<file path="config.mk">
export PLATFORM = sky130hd
export DESIGN_NAME = fmd_decoder
export DESIGN_NICKNAME = d
export VERILOG_FILES = /design/src/logic/fmd_pkg.sv /design/src/logic/fmd_alu_if.sv /design/src/logic/fmd_decoder.sv /design/src/logic/fmd_alu.sv
export SDC_FILE = /design/constraint.sdc
export NUM_CORES = 1
export LEC_CHECK = 0
export ABC_CLOCK_PERIOD_IN_PS = 5460
export BUFFER_PORTS_ARGS = -buffer_cell sky130_fd_sc_hd__buf_2
export CORE_UTILIZATION = 30
export DETAILED_ROUTE_END_ITERATION = 7
export GPL_ROUTABILITY_DRIVEN = 0
export HOLD_SLACK_MARGIN = 0.06
export PLACE_DENSITY = 0.44
export SYNTH_ARGS = -nofsm -noshare
export SYNTH_HDL_FRONTEND = slang
export SYNTH_SLANG_ARGS = --single-unit
</file>
<file path="constraint.sdc">
create_clock -name pclk -period 5.46 [get_ports pclk]
set_clock_uncertainty 0.1 [all_clocks]
set_input_delay 0.273 -clock pclk [delete_from_list [all_inputs] [get_ports pclk]]
set_output_delay 0.273 -clock pclk [all_outputs]
set_load 0.02 [all_outputs]
</file>
<file path="src/logic/fmd_pkg.sv">
// Constants shared by the four-bit instruction decoder and its arithmetic unit.
// Assumes a 16-bit instruction word whose top five bits are the operation code.
package fmd_pkg;

  // ---------------------------------------------------------------------------
  // Register offsets (byte addresses on APB)
  // ---------------------------------------------------------------------------
  localparam logic [7:0] FMD_OFF_CTRL    = 8'h00;
  localparam logic [7:0] FMD_OFF_INSTR   = 8'h04;
  localparam logic [7:0] FMD_OFF_OPERAND = 8'h08;
  localparam logic [7:0] FMD_OFF_FLAGS   = 8'h0C;
  localparam logic [7:0] FMD_OFF_FIELDS  = 8'h10;
  localparam logic [7:0] FMD_OFF_RESULT  = 8'h14;
  localparam logic [7:0] FMD_OFF_BRANCH  = 8'h18;
  localparam logic [7:0] FMD_OFF_AREG    = 8'h1C;
  localparam logic [7:0] FMD_OFF_IREG    = 8'h20;
  localparam logic [7:0] FMD_OFF_PERIPH  = 8'h24;

  // ---------------------------------------------------------------------------
  // Instruction field positions
  // ---------------------------------------------------------------------------
  localparam int FMD_FORM_BIT    = 15;
  localparam int FMD_MAJOR_HI    = 14;
  localparam int FMD_MAJOR_LO    = 11;
  localparam int FMD_ROW_HI      = 10;
  localparam int FMD_ROW_LO      = 8;
  localparam int FMD_COL_HI      = 7;
  localparam int FMD_COL_LO      = 4;
  localparam int FMD_LOW_HI      = 3;
  localparam int FMD_LOW_LO      = 0;
  localparam int FMD_ADDR_HI     = 10;
  localparam int FMD_PAGE_BIT0   = 11;
  localparam int FMD_PAGE_BIT1   = 12;

  // ---------------------------------------------------------------------------
  // Major opcode rows and fixed operand patterns
  // ---------------------------------------------------------------------------
  localparam logic [3:0]  FMD_MAJ_MISC     = 4'h7;
  localparam logic [3:0]  FMD_MAJ_SKNE     = 4'hB;
  localparam logic [3:0]  FMD_MAJ_MOVI     = 4'hD;
  localparam logic [3:0]  FMD_MAJ_TEST_T   = 4'hE;
  localparam logic [3:0]  FMD_MAJ_TEST_F   = 4'hF;
  localparam logic [1:0]  FMD_MAJ_BRANCH_TOP = 2'h3;
  localparam logic [15:0] FMD_INC_AREG     = 16'h3890;
  localparam logic [15:0] FMD_INC_IREG     = 16'h3880;
  localparam logic [3:0]  FMD_SUB_PEEK     = 4'h3;
  localparam logic [3:0]  FMD_SUB_POKE     = 4'h2;
  localparam logic [3:0]  FMD_SUB_GET      = 4'hB;
  localparam logic [3:0]  FMD_SUB_PUT      = 4'hA;

  // ---------------------------------------------------------------------------
  // Reset values
  // ---------------------------------------------------------------------------
  localparam logic [15:0] FMD_RST_INSTR = 16'h0000;
  localparam logic [15:0] FMD_RST_AREG  = 16'h0000;
  localparam logic [11:0] FMD_RST_IREG  = 12'h000;
  localparam logic [3:0]  FMD_RST_NIB   = 4'h0;

  typedef enum logic [1:0] {
    FMD_ST_IDLE = 2'b01,
    FMD_ST_EXEC = 2'b10
  } fmd_state_t;

endpackage

</file>
<file path="src/logic/fmd_alu_if.sv">
// Carries one four-bit arithmetic request and its answer between decoder and unit.
// Assumes both ends sit in the same clock domain; the path is purely combinational.
`timescale 1ns/1ps

interface fmd_alu_if;
  logic [3:0] opnd_a;
  logic [3:0] opnd_b;
  logic       carry_in;
  logic       use_carry;
  logic       subtract;
  logic [3:0] sum;
  logic       carry_out;

  modport requester (
    output opnd_a,
    output opnd_b,
    output carry_in,
    output use_carry,
    output subtract,
    input  sum,
    input  carry_out
  );

  modport unit (
    input  opnd_a,
    input  opnd_b,
    input  carry_in,
    input  use_carry,
    input  subtract,
    output sum,
    output carry_out
  );
endinterface

</file>
<file path="src/logic/fmd_decoder.sv">
// Instruction decoder for a small four-bit core, reached by software over APB.
// Assumes one clock and one reset; instruction words arrive by a register write.
//
// Function
// - The major operation comes from bits 14 to 11 and bit 15 picks register-memory or immediate form.
// - The immediate is one four-bit field used directly as second operand.
// - Bit-test skips carry a four-bit mask choosing which bits of the memory nibble are tested.
// - Branch and call carry the low 11 bits of the target address.
// - The page is PC bit 11 on the small variant or bits 12 and 11 on the large, from rows 1100 to 1111.
// - Peripheral transfers split the address into a 3-bit high and a 4-bit low field.
// - Register file accesses split the address into a 3-bit high and a 4-bit low field.
// - A memory operand is a row field then a column field after the 5-bit operation code.
// - Code 00000 writes register plus memory to the register and 10000 writes memory plus immediate to memory.
// - Codes 00010 and 10010 add the carry flag as well.
// - Code 00001 stores register minus memory and 10001 stores memory minus immediate.
// - Codes 00011 and 10011 subtract the carry flag as well.
//
// Local design decisions: the APB interface to the registers and the register offsets.
`timescale 1ns/1ps

module fmd_decoder
  import fmd_pkg::*;
(
  input  wire logic        pclk,
  input  wire logic        presetn,
  input  wire logic        psel,
  input  wire logic        penable,
  input  wire logic        pwrite,
  input  wire logic [7:0]  paddr,
  input  wire logic [31:0] pwdata,
  output logic      [31:0] prdata,
  output logic             pready,
  output logic             pslverr
);

  // ---------------------------------------------------------------------------
  // State
  // ---------------------------------------------------------------------------
  fmd_state_t  state_ff,     nxt_state;
  logic        large_ff,     nxt_large;
  logic [15:0] instr_ff,     nxt_instr;
  logic [3:0]  greg_ff,      nxt_greg;
  logic [3:0]  mem_ff,       nxt_mem;
  logic        carry_flag_ff, nxt_carry_flag;
  logic [3:0]  result_ff,    nxt_result;
  logic        dest_mem_ff,  nxt_dest_mem;
  logic        res_valid_ff, nxt_res_valid;
  logic        skip_ff,      nxt_skip;
  logic [15:0] areg_ff,      nxt_areg;
  logic [11:0] ireg_ff,      nxt_ireg;
  logic [31:0] prdata_ff,    nxt_prdata;
  logic        err_ff,       nxt_err;

  // ---------------------------------------------------------------------------
  // Field extraction
  // ---------------------------------------------------------------------------
  logic        form_imm;
  logic [3:0]  major;
  logic [2:0]  row_field;
  logic [3:0]  column_field;
  logic [3:0]  immediate_nibble;
  logic [3:0]  bit_mask;
  logic [10:0] branch_low;
  logic [1:0]  page;
  logic [12:0] branch_target;
  logic        is_arith;
  logic        is_branch_op;
  logic        is_call;
  logic        is_test;
  logic        is_misc;
  logic [2:0]  periph_addr_high;
  logic [3:0]  periph_addr_low;
  logic        is_periph;
  logic [2:0]  regfile_addr_high;
  logic [3:0]  regfile_addr_low;
  logic        is_regfile;
  logic        skip_if_bits_true;
  logic        skip_if_bits_false;
  logic        bits_true;
  logic        bits_false;

  always_comb begin
    form_imm         = instr_ff[FMD_FORM_BIT];
    major            = instr_ff[FMD_MAJOR_HI:FMD_MAJOR_LO];
    row_field        = instr_ff[FMD_ROW_HI:FMD_ROW_LO];
    column_field     = instr_ff[FMD_COL_HI:FMD_COL_LO];
    immediate_nibble = instr_ff[FMD_LOW_HI:FMD_LOW_LO];
    bit_mask         = instr_ff[FMD_LOW_HI:FMD_LOW_LO];
    branch_low       = instr_ff[FMD_ADDR_HI:0];
    is_arith         = (major[3:2] == 2'b00);
    is_misc          = (major == FMD_MAJ_MISC) && !form_imm;
    // Rows 1100 to 1111 with bit 15 clear are branches; row 1100 with it set is a call.
    is_branch_op     = (major[3:2] == FMD_MAJ_BRANCH_TOP) && !form_imm;
    is_call          = (major[3:2] == FMD_MAJ_BRANCH_TOP) && (major[1:0] == 2'b00) && form_imm;
    // The small variant has no bit 12, so the upper page bit is forced low there.
    page[0]          = instr_ff[FMD_PAGE_BIT0];
    page[1]          = large_ff ? instr_ff[FMD_PAGE_BIT1] : 1'b0;
    branch_target    = {page, branch_low};
    skip_if_bits_true  = form_imm && (major == FMD_MAJ_TEST_T);
    skip_if_bits_false = form_imm && (major == FMD_MAJ_TEST_F);
    is_test          = skip_if_bits_true || skip_if_bits_false;
    bits_true        = ((mem_ff & bit_mask) == bit_mask);
    bits_false       = ((mem_ff & bit_mask) == 4'h0);
    periph_addr_high = instr_ff[FMD_ROW_HI:FMD_ROW_LO];
    periph_addr_low  = instr_ff[FMD_LOW_HI:FMD_LOW_LO];
    is_periph        = is_misc && ((column_field == FMD_SUB_GET) || (column_field == FMD_SUB_PUT));
    regfile_addr_high = instr_ff[FMD_ROW_HI:FMD_ROW_LO];
    regfile_addr_low  = instr_ff[FMD_LOW_HI:FMD_LOW_LO];
    is_regfile       = is_misc && ((column_field == FMD_SUB_PEEK) || (column_field == FMD_SUB_POKE));
  end

  // ---------------------------------------------------------------------------
  // Arithmetic unit
  // ---------------------------------------------------------------------------
  fmd_alu_if alu_bus ();

  // The register form adds memory to the register; the immediate form adds the
  // immediate nibble to memory.
  always_comb begin
    alu_bus.opnd_a    = form_imm ? mem_ff : greg_ff;
    alu_bus.opnd_b    = form_imm ? immediate_nibble : mem_ff;
    alu_bus.carry_in  = carry_flag_ff;
    alu_bus.use_carry = major[1];
    alu_bus.subtract  = major[0];
  end

  fmd_alu u_alu (
    .alu (alu_bus.unit)
  );

  // ---------------------------------------------------------------------------
  // APB decode
  // ---------------------------------------------------------------------------
  logic        setup_phase;
  logic        wr_access;
  logic        hit;
  logic [31:0] rd_word;

  always_comb begin
    setup_phase = psel && !penable;
    wr_access   = psel && penable && pwrite;
    hit         = 1'b1;
    rd_word     = 32'h0000_0000;
    if (paddr == FMD_OFF_CTRL) begin
      rd_word = {31'h0, large_ff};
    end else if (paddr == FMD_OFF_INSTR) begin
      rd_word = {16'h0, instr_ff};
    end else if (paddr == FMD_OFF_OPERAND) begin
      rd_word = {24'h0, mem_ff, greg_ff};
    end else if (paddr == FMD_OFF_FLAGS) begin
      rd_word = {30'h0, state_ff == FMD_ST_EXEC, carry_flag_ff};
    end else if (paddr == FMD_OFF_FIELDS) begin
      rd_word = {12'h0, major[3:2] == 2'b00 && is_arith, is_test, is_regfile, is_periph,
                 instr_ff[FMD_LOW_HI:FMD_LOW_LO], column_field, row_field, form_imm, major};
    end else if (paddr == FMD_OFF_RESULT) begin
      rd_word = {25'h0, skip_ff, res_valid_ff, dest_mem_ff, result_ff};
    end else if (paddr == FMD_OFF_BRANCH) begin
      rd_word = {14'h0, is_call, is_branch_op, 3'h0, branch_target};
    end else if (paddr == FMD_OFF_AREG) begin
      rd_word = {16'h0, areg_ff};
    end else if (paddr == FMD_OFF_IREG) begin
      rd_word = {20'h0, ireg_ff};
    end else if (paddr == FMD_OFF_PERIPH) begin
      rd_word = {10'h0, skip_if_bits_false, skip_if_bits_true, bit_mask,
                 1'b0, regfile_addr_high, regfile_addr_low,
                 1'b0, periph_addr_high, periph_addr_low};
    end else begin
      hit = 1'b0;
    end
  end

  // Read data and the error answer are latched in the setup cycle so that the
  // access cycle presents them from flip-flops with no wait state.
  assign pready  = 1'b1;
  assign prdata  = prdata_ff;
  assign pslverr = err_ff && psel && penable;

  // ---------------------------------------------------------------------------
  // Next-state logic
  // ---------------------------------------------------------------------------
  always_comb begin
    nxt_state      = state_ff;
    nxt_large      = large_ff;
    nxt_instr      = instr_ff;
    nxt_greg       = greg_ff;
    nxt_mem        = mem_ff;
    nxt_carry_flag = carry_flag_ff;
    nxt_result     = result_ff;
    nxt_dest_mem   = dest_mem_ff;
    nxt_res_valid  = res_valid_ff;
    nxt_skip       = skip_ff;
    nxt_areg       = areg_ff;
    nxt_ireg       = ireg_ff;
    nxt_prdata     = prdata_ff;
    nxt_err        = err_ff;

    if (setup_phase) begin
      nxt_prdata = pwrite ? 32'h0000_0000 : rd_word;
      nxt_err    = !hit;
    end

    if (wr_access && hit) begin
      if (paddr == FMD_OFF_CTRL) begin
        nxt_large = pwdata[0];
      end else if (paddr == FMD_OFF_INSTR) begin
        nxt_instr     = pwdata[15:0];
        nxt_res_valid = 1'b0;
      end else if (paddr == FMD_OFF_OPERAND) begin
        nxt_greg = pwdata[3:0];
        nxt_mem  = pwdata[7:4];
      end else if (paddr == FMD_OFF_FLAGS) begin
        nxt_carry_flag = pwdata[0];
      end else if (paddr == FMD_OFF_AREG) begin
        nxt_areg = pwdata[15:0];
      end else if (paddr == FMD_OFF_IREG) begin
        nxt_ireg = pwdata[11:0];
      end
    end

    case (state_ff)
      FMD_ST_IDLE: begin
        if (wr_access && (paddr == FMD_OFF_INSTR)) begin
          nxt_state = FMD_ST_EXEC;
        end
      end
      FMD_ST_EXEC: begin
        nxt_state = FMD_ST_IDLE;
        nxt_skip  = 1'b0;
        if (is_arith && !major[2]) begin
          // Execution has priority over a software write to the same flag.
          nxt_result     = alu_bus.sum;
          nxt_dest_mem   = form_imm;
          nxt_carry_flag = alu_bus.carry_out;
          nxt_res_valid  = 1'b1;
          if (form_imm) begin
            nxt_mem = alu_bus.sum;
          end else begin
            nxt_greg = alu_bus.sum;
          end
        end else if (instr_ff == FMD_INC_AREG) begin
          nxt_areg = areg_ff + 16'h0001;
        end else if (instr_ff == FMD_INC_IREG) begin
          nxt_ireg = ireg_ff + 12'h001;
        end else if (skip_if_bits_true) begin
          nxt_skip = bits_true;
        end else if (skip_if_bits_false) begin
          nxt_skip = bits_false;
        end
      end
      default: begin
        nxt_state = FMD_ST_IDLE;
      end
    endcase
  end

  // ---------------------------------------------------------------------------
  // Registers
  // ---------------------------------------------------------------------------
  always_ff @(posedge pclk or negedge presetn) begin
    if (!presetn) begin
      state_ff      <= FMD_ST_IDLE;
      large_ff      <= 1'b0;
      instr_ff      <= FMD_RST_INSTR;
      greg_ff       <= FMD_RST_NIB;
      mem_ff        <= FMD_RST_NIB;
      carry_flag_ff <= 1'b0;
      result_ff     <= FMD_RST_NIB;
      dest_mem_ff   <= 1'b0;
      res_valid_ff  <= 1'b0;
      skip_ff       <= 1'b0;
      areg_ff       <= FMD_RST_AREG;
      ireg_ff       <= FMD_RST_IREG;
      prdata_ff     <= 32'h0000_0000;
      err_ff        <= 1'b0;
    end else begin
      state_ff      <= nxt_state;
      large_ff      <= nxt_large;
      instr_ff      <= nxt_instr;
      greg_ff       <= nxt_greg;
      mem_ff        <= nxt_mem;
      carry_flag_ff <= nxt_carry_flag;
      result_ff     <= nxt_result;
      dest_mem_ff   <= nxt_dest_mem;
      res_valid_ff  <= nxt_res_valid;
      skip_ff       <= nxt_skip;
      areg_ff       <= nxt_areg;
      ireg_ff       <= nxt_ireg;
      prdata_ff     <= nxt_prdata;
      err_ff        <= nxt_err;
    end
  end

endmodule

</file>
<file path="src/logic/fmd_alu.sv">
// Four-bit adder and subtractor with optional carry or borrow in.
// Assumes the requester registers the answer; nothing here is clocked.
`timescale 1ns/1ps

module fmd_alu
  import fmd_pkg::*;
(
  fmd_alu_if.unit alu
);

  logic       cin_eff;
  logic [4:0] wide;

  // Carry out on add and borrow on subtract both land in bit 4.
  always_comb begin
    cin_eff = alu.use_carry & alu.carry_in;
    if (alu.subtract) begin
      wide = {1'b0, alu.opnd_a} - {1'b0, alu.opnd_b} - {4'h0, cin_eff};
    end else begin
      wide = {1'b0, alu.opnd_a} + {1'b0, alu.opnd_b} + {4'h0, cin_eff};
    end
    alu.sum       = wide[3:0];
    alu.carry_out = wide[4];
  end

endmodule

</file>
==> results by group, run 1 <==
Outcome
  – Run status: completed

Timing
  – Slew margin rel.: 34.2%
  – Unrepaired setup endpoints after global routing: no
  – Tcrit/Tclk final: 55.9%
  – Least-Margin Pin Slew: 0.985 ns
  – Slew Limit Fails: 0
  – Final setup viols: 0
  – Min Clock Period, post-route: 3.05 ns
  – F_max: 327 MHz
  – Setup TNS: 0 ns
  – Final hold violations: 0
  – Final worst slack: 2.41 ns

Worst setup path
  – Reg2Reg Launch Point: instr_ff[11]
  – Slowest CP cell: dfrtp_1
  – Ordered cell list for the critical path: and4bb_2, nand4_2, o21ai_1, o21ai_0, a221oi_1
  – Crit end category: flop
  – Worst setup SP type: flop
  – Req. time, crit path: 5.62 ns
  – Crit path max-delay family: compound AO/OA/AOI/OAI gates
  – Crit path max fanout: 19
  – CP Class: flop to flop
  – Max incr delay on CP: 0.90 ns
  – CP Launch Point: instr_ff[11]
  – Crit path buf inv count: 0
  – CP arrival: 3.21 ns

Job
  – Max Cap Violations: 0

Place
  – Hpwl dp: 16.3 mm
  – I/O Buffers: 51
  – DP Worst Slack: 2.27 ns

Layout
  – Layout cells sized above 1: 16.9%
  – Fillers: 2,042
  – Fin nets: 770
  – Area grow syn2layout: 12.4%
  – N_diodes: 0

Global route
  – First-pass GRT wire length: 33.6 mm
  – Vias in the first global route: 5,449
  – Grt total ovfl: 0
  – Initial antenna violation count: 0
  – Pin count of the biggest net entering global routing: 45
  – GRT Total Usage: 22.2%

Power and ir drop
  – Cell Pwr Density: 214 nW/um^2
  – Static leakage: 2.75 nW
  – Logic pwr share: 9.5%
  – Sequential power share: 45.6%
  – Worst VDD drop: 0.124 mV
  – Clock power frac: 45.0%
  – Int Pwr: 1.07 mW
  – Sw Ratio: 26.2%
  – Switching Power: 0.380 mW

Clock network
  – Clock latency on the worst-skew pair: 0.36 ns
  – CTS Sinks: 86
  – Clk slew on worst S/H paths: 0.07 ns
  – Post-CTS Resized: 0
  – Total CTS buffers: 9
  – CTS root buf: clkbuf_16
  – CTS max path bufs: 2
  – Max H-tree Level: 3
  – TritonCTS clock tree: done

Route
  – Vias per cell: 5.82
  – Vias: 5,720
  – ANT nets after route: 0
  – DR WL/cell: 22.4 um
  – 1st-iter DRT viols: 630
  – Router iterations before antenna repair: 5
  – Drt total wl: 22.0 mm
  – Number of remaining DRC errors: 0

Logic synthesis
  – Most used DFF post-synth: dfrtp_1
  – Synth top area cells: dfrtp_1, o21ai_0, mux2_2, mux2i_1, nand2_1
  – Post-synthesis sequential area ratio: 35.8%
  – Synth cell types: 87
  – Syn Std Cell Area: 6020 um^2
  – Syn Inst Count: 679
  – Ys Warns: 0
  – Syn Area/Cell: 8.86 um^2
  – Yosys top cell by area: dfrtp_1
  – Top cell type's share of synthesized area: 35.3%
  – EDFF count, synth: 0
  – Fraction of registers with async set/reset: 100%
  – Seq cells post-synth: 86

Die
  – Horiz. Die Dim: 144 um
  – Io pins: 79
  – Core footprint: 19,600 um^2
  – Starting density of the core: 30.7%
  – Die area: 20,600 um^2
  – Die height: 144 um
  – # rows: 51

Hold path
  – Hold Crit Start: pwdata[14]
  – Worst min path class: input pin to flop
-- cells by family (layout without fill, tap and decap cells) --
family | after synthesis | count (layout) | share of synthesized area (%)
compound gates | 217 | 217 | 24.6
xor+xnor | 2 | 2 | 0.291
fa+ha+maj | 13 | 13 | 3.20
buf+inv | 85 | 114 | 6.72
flops | 86 | 86 | 35.8
mux | 46 | 46 | 8.54
other cells | 2 | 11 | 0.125
simple gates | 228 | 228 | 20.7
-- synth_stat cells (3+ instances only) --
cell / n
a2bb2oi_1: 6
o32a_1: 4
nor2b_1: 7
nand3_1: 26
o32ai_1: 5
nand2_1: 55
o21ai_0: 44
a221oi_1: 3
nor3_1: 15
a32oi_1: 8
o211ai_1: 5
inv_1: 37
buf_4: 15
and2_1: 4
and4_1: 3
nor2_4: 3
ha_1: 9
nor2_1: 51
clkbuf_1: 13
nand4_1: 6
a22o_1: 3
or4_1: 3
or3_1: 4
a211oi_1: 17
o31ai_1: 6
dfrtp_1: 85
buf_2: 17
o22ai_1: 19
o21ai_1: 11
mux2_2: 19
nor4_1: 4
a21o_1: 6
a22oi_1: 12
a31oi_1: 3
a21oi_1: 35
fa_1: 4
mux2_1: 4
mux2i_1: 21
nor3_2: 4
and3_1: 11
nand2b_1: 11
-- path summary, 6_finish.rpt --
path / to / slack [ns] / cells past startpoint
min in group asynchronous: prdata[21] / 0.36 / 2
setup reg to reg: ireg_ff[10] / 2.41 / 5
hold / removal: instr_ff[14] / 0.07 / 2
max in group asynchronous: state_ff[0] / 3.90 / 3
hold reg to reg: prdata[6] / 0.37 / 2
setup / recovery: ireg_ff[10] / 2.41 / 5
-- layout by cell type (no fill, tap or decap), drive strengths merged, types with 8 or more instances in the layout --
cell type   n
mux2       23
and3       11
nor2       55
a22oi      12
inv        38
nor3       19
a32oi       8
conb       11
nand3      27
buf        57
o21ai      56
dfrtp      85
a211oi     18
nand2      57
a21oi      35
ha          9
clkbuf     12
o22ai      19
mux2i      21
nand2b     11
-- timing repair --
item                                   CTS  global route
hold buffers                             3             0
buffers inserted                         0             0
endpoints found under the hold margin   45             0
-- worst reg2reg max path: stages, from the launching register on --
cell and delay [ns]:
dfrtp_1 0.90, and4bb_2 0.41, nand4_2 0.31, o21ai_1 0.72, o21ai_0 0.21, a221oi_1 0.31
-- state kept, by name, indices dropped and copies added, names as in the netlist --
register,cells
prdata,22
areg_ff,16
instr_ff,16
ireg_ff,12
greg_ff,4
mem_ff,4
result_ff,4
state_ff,2
alu_bus.carry_in,1
dest_mem_ff,1
err_ff,1
large_ff,1
res_valid_ff,1
skip_ff,1
-- metal layers --
metal	vias to the layer above	share of wire (%)	track usage (%)
met5	-	0	0
met4	0	3.2	9.41
met3	45	6.4	3.13
met2	272	46	35.8
met1	2816	45	29.6
li1	2587	-	-
-- stage by stage --
stage | instances | hold slack [ns] | cell area, um^2 | total power [mW] | util (%)
floorplan | 688 | -0.123 | 6050 | 0.746 | -
global placement | 963 | 0.213 | 6420 | 0.804 | 32.8
detailed placement | 963 | 0.221 | 6420 | 0.806 | 32.8
CTS | 982 | 0.0649 | 6770 | 1.46 | 34.5
global route | 982 | 0.0741 | 6770 | 1.50 | 34.5
finish | 982 | 0.0666 | 6770 | 1.45 | 34.5
-- power by group through the flow --
| stage | clock network (mW) | logic (mW) | registers (mW) |
|---|---|---|---|
| after global routing | 0.690 | 0.150 | 0.660 |
| after detailed placement | 0 | 0.135 | 0.671 |
| after CTS | 0.662 | 0.137 | 0.659 |
| after floorplan | 0 | 0.0818 | 0.664 |
| after global placement | 0 | 0.133 | 0.671 |
| final | 0.651 | 0.137 | 0.660 |
-- area by class of cell --
cell class | count | area, um^2 | share of cell area, %
clock buffer | 12 | 256 | 3.79
sequential | 86 | 2150 | 31.8
multi-input combinational | 517 | 3490 | 51.7
timing repair buffer | 60 | 333 | 4.92
clock inverter | 4 | 53.8 | 0.795
inverter | 38 | 143 | 2.11
tap | 265 | 332 | 4.90
Note: power is estimated with default switching activity, not from simulation.
==> run 2: changes to the inputs <==
- ABC_AREA: default -> 1
- ABC_CLOCK_PERIOD_IN_PS: 5460 -> 2900
- clock period: 5.46 -> 2.9 ns (I/O delays scaled with it)
==> run 2 against run 1 <==
Clock-buffer cell count decreased by 1. Synthesized area shrank 0.35%. Die area fell by 0.35%. Combinational power grew 40%. Critical path type unchanged. Non-clock buffer count grew 26. Cell count rose by 25%. Via count is 3.2% higher. First-iteration DRC count is 30% lower.
==> results by group, run 2 <==
Layout
  – Largest register FFs: 22 (unchanged)
  – Fillers: 2,201 (+7.8%)
  – Most frequent cells in the layout: nand2_1, inv_1, dfrtp_1
  – Commonest non-fill, non-tap cell in the layout: nand2_1
  – Fin area: 7000 um^2 (+3.5%)
  – Area grow syn2layout: 16.8%
  – Fin nets: 1,015 (+32%)
  – Core Util, Final: 35.9% (+1.3 points)
  – N_diodes: 0 (unchanged)
  – Layout cells sized above 1: 12.1% (-4.8 points)

Clock network
  – Max H-tree Level: 3 (unchanged)
  – CTS max path bufs: 2 (unchanged)
  – CTS root buf: clkbuf_16
  – Clock latency on the worst-skew pair: 0.35 ns (about the same)
  – TritonCTS clock tree: done
  – Total CTS buffers: 9 (unchanged)
  – CTS Sinks: 86 (unchanged)
  – Clk slew on worst S/H paths: 0.06 ns (about the same)

Timing
  – Min Clock Period, post-route: 2.56 ns (-0.491 ns)
  – F_max: 390 MHz (+19%)
  – Slew Limit Fails: 0 (unchanged)
  – Unrepaired setup endpoints after global routing: no
  – Slew margin rel.: 52.8% (+19 points)
  – Final worst slack: 0.337 ns (-2.07 ns)
  – Least-Margin Pin Slew: 0.704 ns (-0.281 ns)
  – Final hold violations: 0 (unchanged)
  – Setup TNS: 0 ns (unchanged)
  – Final setup viols: 0 (unchanged)
  – Tcrit/Tclk final: 88.4% (+32 points)

Power and ir drop
  – Worst VDD drop: 0.280 mV (+130%)
  – Static leakage: 3.50 nW (+27%)
  – Cell Pwr Density: 366 nW/um^2 (+71%)

Die
  – Die height: 143 um (-0.17%)
  – Starting density of the core: 30.7% (about the same)
  – Io pins: 79 (unchanged)
  – Die area: 20,600 um^2 (-0.35%)
  – # rows: 51 (unchanged)
  – Horiz. Die Dim: 143 um (-0.17%)
  – Core footprint: 19,500 um^2 (-0.33%)

Route
  – Vias per cell: 4.81 (-17%)
  – ANT nets after route: 0 (unchanged)
  – Vias: 5,903 (+3.2%)
  – DR WL/cell: 16.9 um (-24%)
  – Router iterations before antenna repair: 5 (unchanged)
  – Number of remaining DRC errors: 0 (unchanged)
  – Drt total wl: 20.8 mm (-5.4%)
  – 1st-iter DRT viols: 442 (-30%)

Worst setup path
  – Worst setup SP type: flop
  – CP Class: flop to flop
  – Crit path top cell by count: nand2_1
  – Ordered cell list for the critical path: buf_4, o21ai_0, ha_1, inv_1, nand2_1, o21a_1, nand2_1, nand2_1, o21ai_0, nand2_1, o21ai_0
  – Crit end category: flop
  – Slowest CP cell: dfrtp_1
  – CP arrival: 2.74 ns (-0.47 ns)
  – Max incr delay on CP: 0.45 ns (-0.45 ns)
  – Req. time, crit path: 3.07 ns (-2.55 ns)
  – Crit path max fanout: 13 (-6)

Hold path
  – Worst min path class: input pin to flop

Logic synthesis
  – Yosys top cell by area: dfrtp_1
  – Syn Area/Cell: 6.78 um^2 (-24%)
  – Most used DFF post-synth: dfrtp_1
  – Synth top area cells: dfrtp_1, nand2_1, inv_1, o21ai_0, a21oi_1
  – Fraction of registers with async set/reset: 100% (unchanged)
  – Post-synthesis sequential area ratio: 35.9% (+0.13 points)
  – Top-count cell post-synth: nand2_1
  – Ys Warns: 0 (unchanged)
  – Syn Inst Count: 885 (+30%)
  – Syn Std Cell Area: 6000 um^2 (-0.35%)
  – Seq cells post-synth: 86 (unchanged)
  – EDFF count, synth: 0 (unchanged)
  – List of most frequent post-synthesis cells: nand2_1, inv_1, dfrtp_1
  – Synth cell types: 46 (-47%)
  – Top cell type's share of synthesized area: 35.5% (+0.13 points)

Place
  – Hpwl dp: 16.1 mm (-1.2%)
  – I/O Buffers: 51 (unchanged)
  – Placed cell areas: 6590 um^2 (+2.6%)
  – DP Worst Slack: 0.340 ns (-1.93 ns)

Job
  – Max Cap Violations: 0 (unchanged)

Global route
  – Initial antenna violation count: 0 (unchanged)
  – GRT Total Usage: 21.2% (-1.0 points)
  – First-pass GRT wire length: 32.2 mm (-4.3%)
  – Grt total ovfl: 0 (unchanged)
  – Pin count of the biggest net entering global routing: 48 (+6.7%)
  – Vias in the first global route: 5,316 (-2.4%)

Outcome
  – Run status: completed
-- run 2: changes by cell type in the layout (fill, tap and decap cells not counted), sizes merged, moves of 13 or more --
cell / before / now
mux2: 23 / 0
a211oi: 18 / 1
inv: 38 / 137
o211ai: 5 / 24
nand2: 57 / 290
o22ai: 19 / 5
o21ai: 56 / 92
mux2i: 21 / 0
buf: 57 / 73
nand3: 27 / 40
-- run 2: timing repair --
item,CTS,global route
buffers inserted,0,0
gates resized for setup,0,0
hold buffers,13,0
endpoints found under the hold margin,53,0
-- run 2: final timing paths --
kind,from,endpoint,slack (ns),cells past startpoint
hold reg to reg,prdata[4],prdata[4],0.37,2
hold / removal,pwdata[2],instr_ff[2],0.05,3
min in group asynchronous,presetn,prdata[1],0.23,2
max in group asynchronous,presetn,state_ff[0],1.79,3
setup reg to reg,instr_ff[15],result_ff[3],0.34,11
setup / recovery,instr_ff[15],result_ff[3],0.34,11
-- run 2: cell families (layout without fill, tap and decap cells) --
| family | count (synthesis) | after routing | share of synthesized area, % |
|---|---|---|---|
| AND/OR/NAND/NOR | 425 | 425 | 30.4 |
| AO/OA/AOI/OAI | 179 | 179 | 17.1 |
| buffers and inverters | 172 | 240 | 12.1 |
| flip-flops | 86 | 86 | 35.9 |
| adder cells (fa/ha/maj) | 13 | 13 | 3.21 |
| XOR/XNOR | 8 | 8 | 1.17 |
| other | 2 | 11 | 0.125 |
-- run 2: worst max-delay path: cells and delay by family (launching register included) --
| kind | cells | cell delay (ns) |
|---|---|---|
| AOI/OAI and AO/OA | 4 | 0.99 |
| DFF | 1 | 0.45 |
| buffers and inverters | 2 | 0.35 |
| adders and majority gates | 1 | 0.34 |
| and+or+nand+nor | 4 | 0.25 |
-- run 2: layer usage --
metal | global-route usage (%) | vias up | routed length, um
met4 | 6.16 | 0 | 453
li1 | - | 2962 | -
met5 | 0 | - | 0
met3 | 3.80 | 27 | 1080
met1 | 30.6 | 2741 | 10100
met2 | 31.9 | 173 | 9140
-- run 2: where the power goes --
| part | switching, mW | internal, mW |
|---|---|---|
| combinational | 0.137 | 0.0555 |
| sequential | 0.00877 | 1.21 |
| clock | 0.493 | 0.663 |
-- run 2: final cells by class --
| class | instances | area (um^2) | share of cell area [%] |
|---|---|---|---|
| clock buffer | 11 | 233 | 3.32 |
| tap | 265 | 332 | 4.73 |
| clock inverter | 5 | 50.0 | 0.715 |
| timing repair buffer | 86 | 566 | 8.07 |
| sequential | 86 | 2150 | 30.7 |
| multi-input combinational | 636 | 3150 | 45.0 |
| inverter | 138 | 518 | 7.40 |
-- run 2: through the flow --
| stage | total power, mW | cells | hold WS, ns |
|---|---|---|---|
| after floorplan | 1.34 | 894 | -0.251 |
| after global placement | 1.42 | 1198 | 0.0766 |
| after detailed placement | 1.42 | 1198 | 0.0767 |
| after CTS | 2.60 | 1227 | 0.0771 |
| after global routing | 2.66 | 1227 | 0.0948 |
| final | 2.56 | 1227 | 0.0473 |
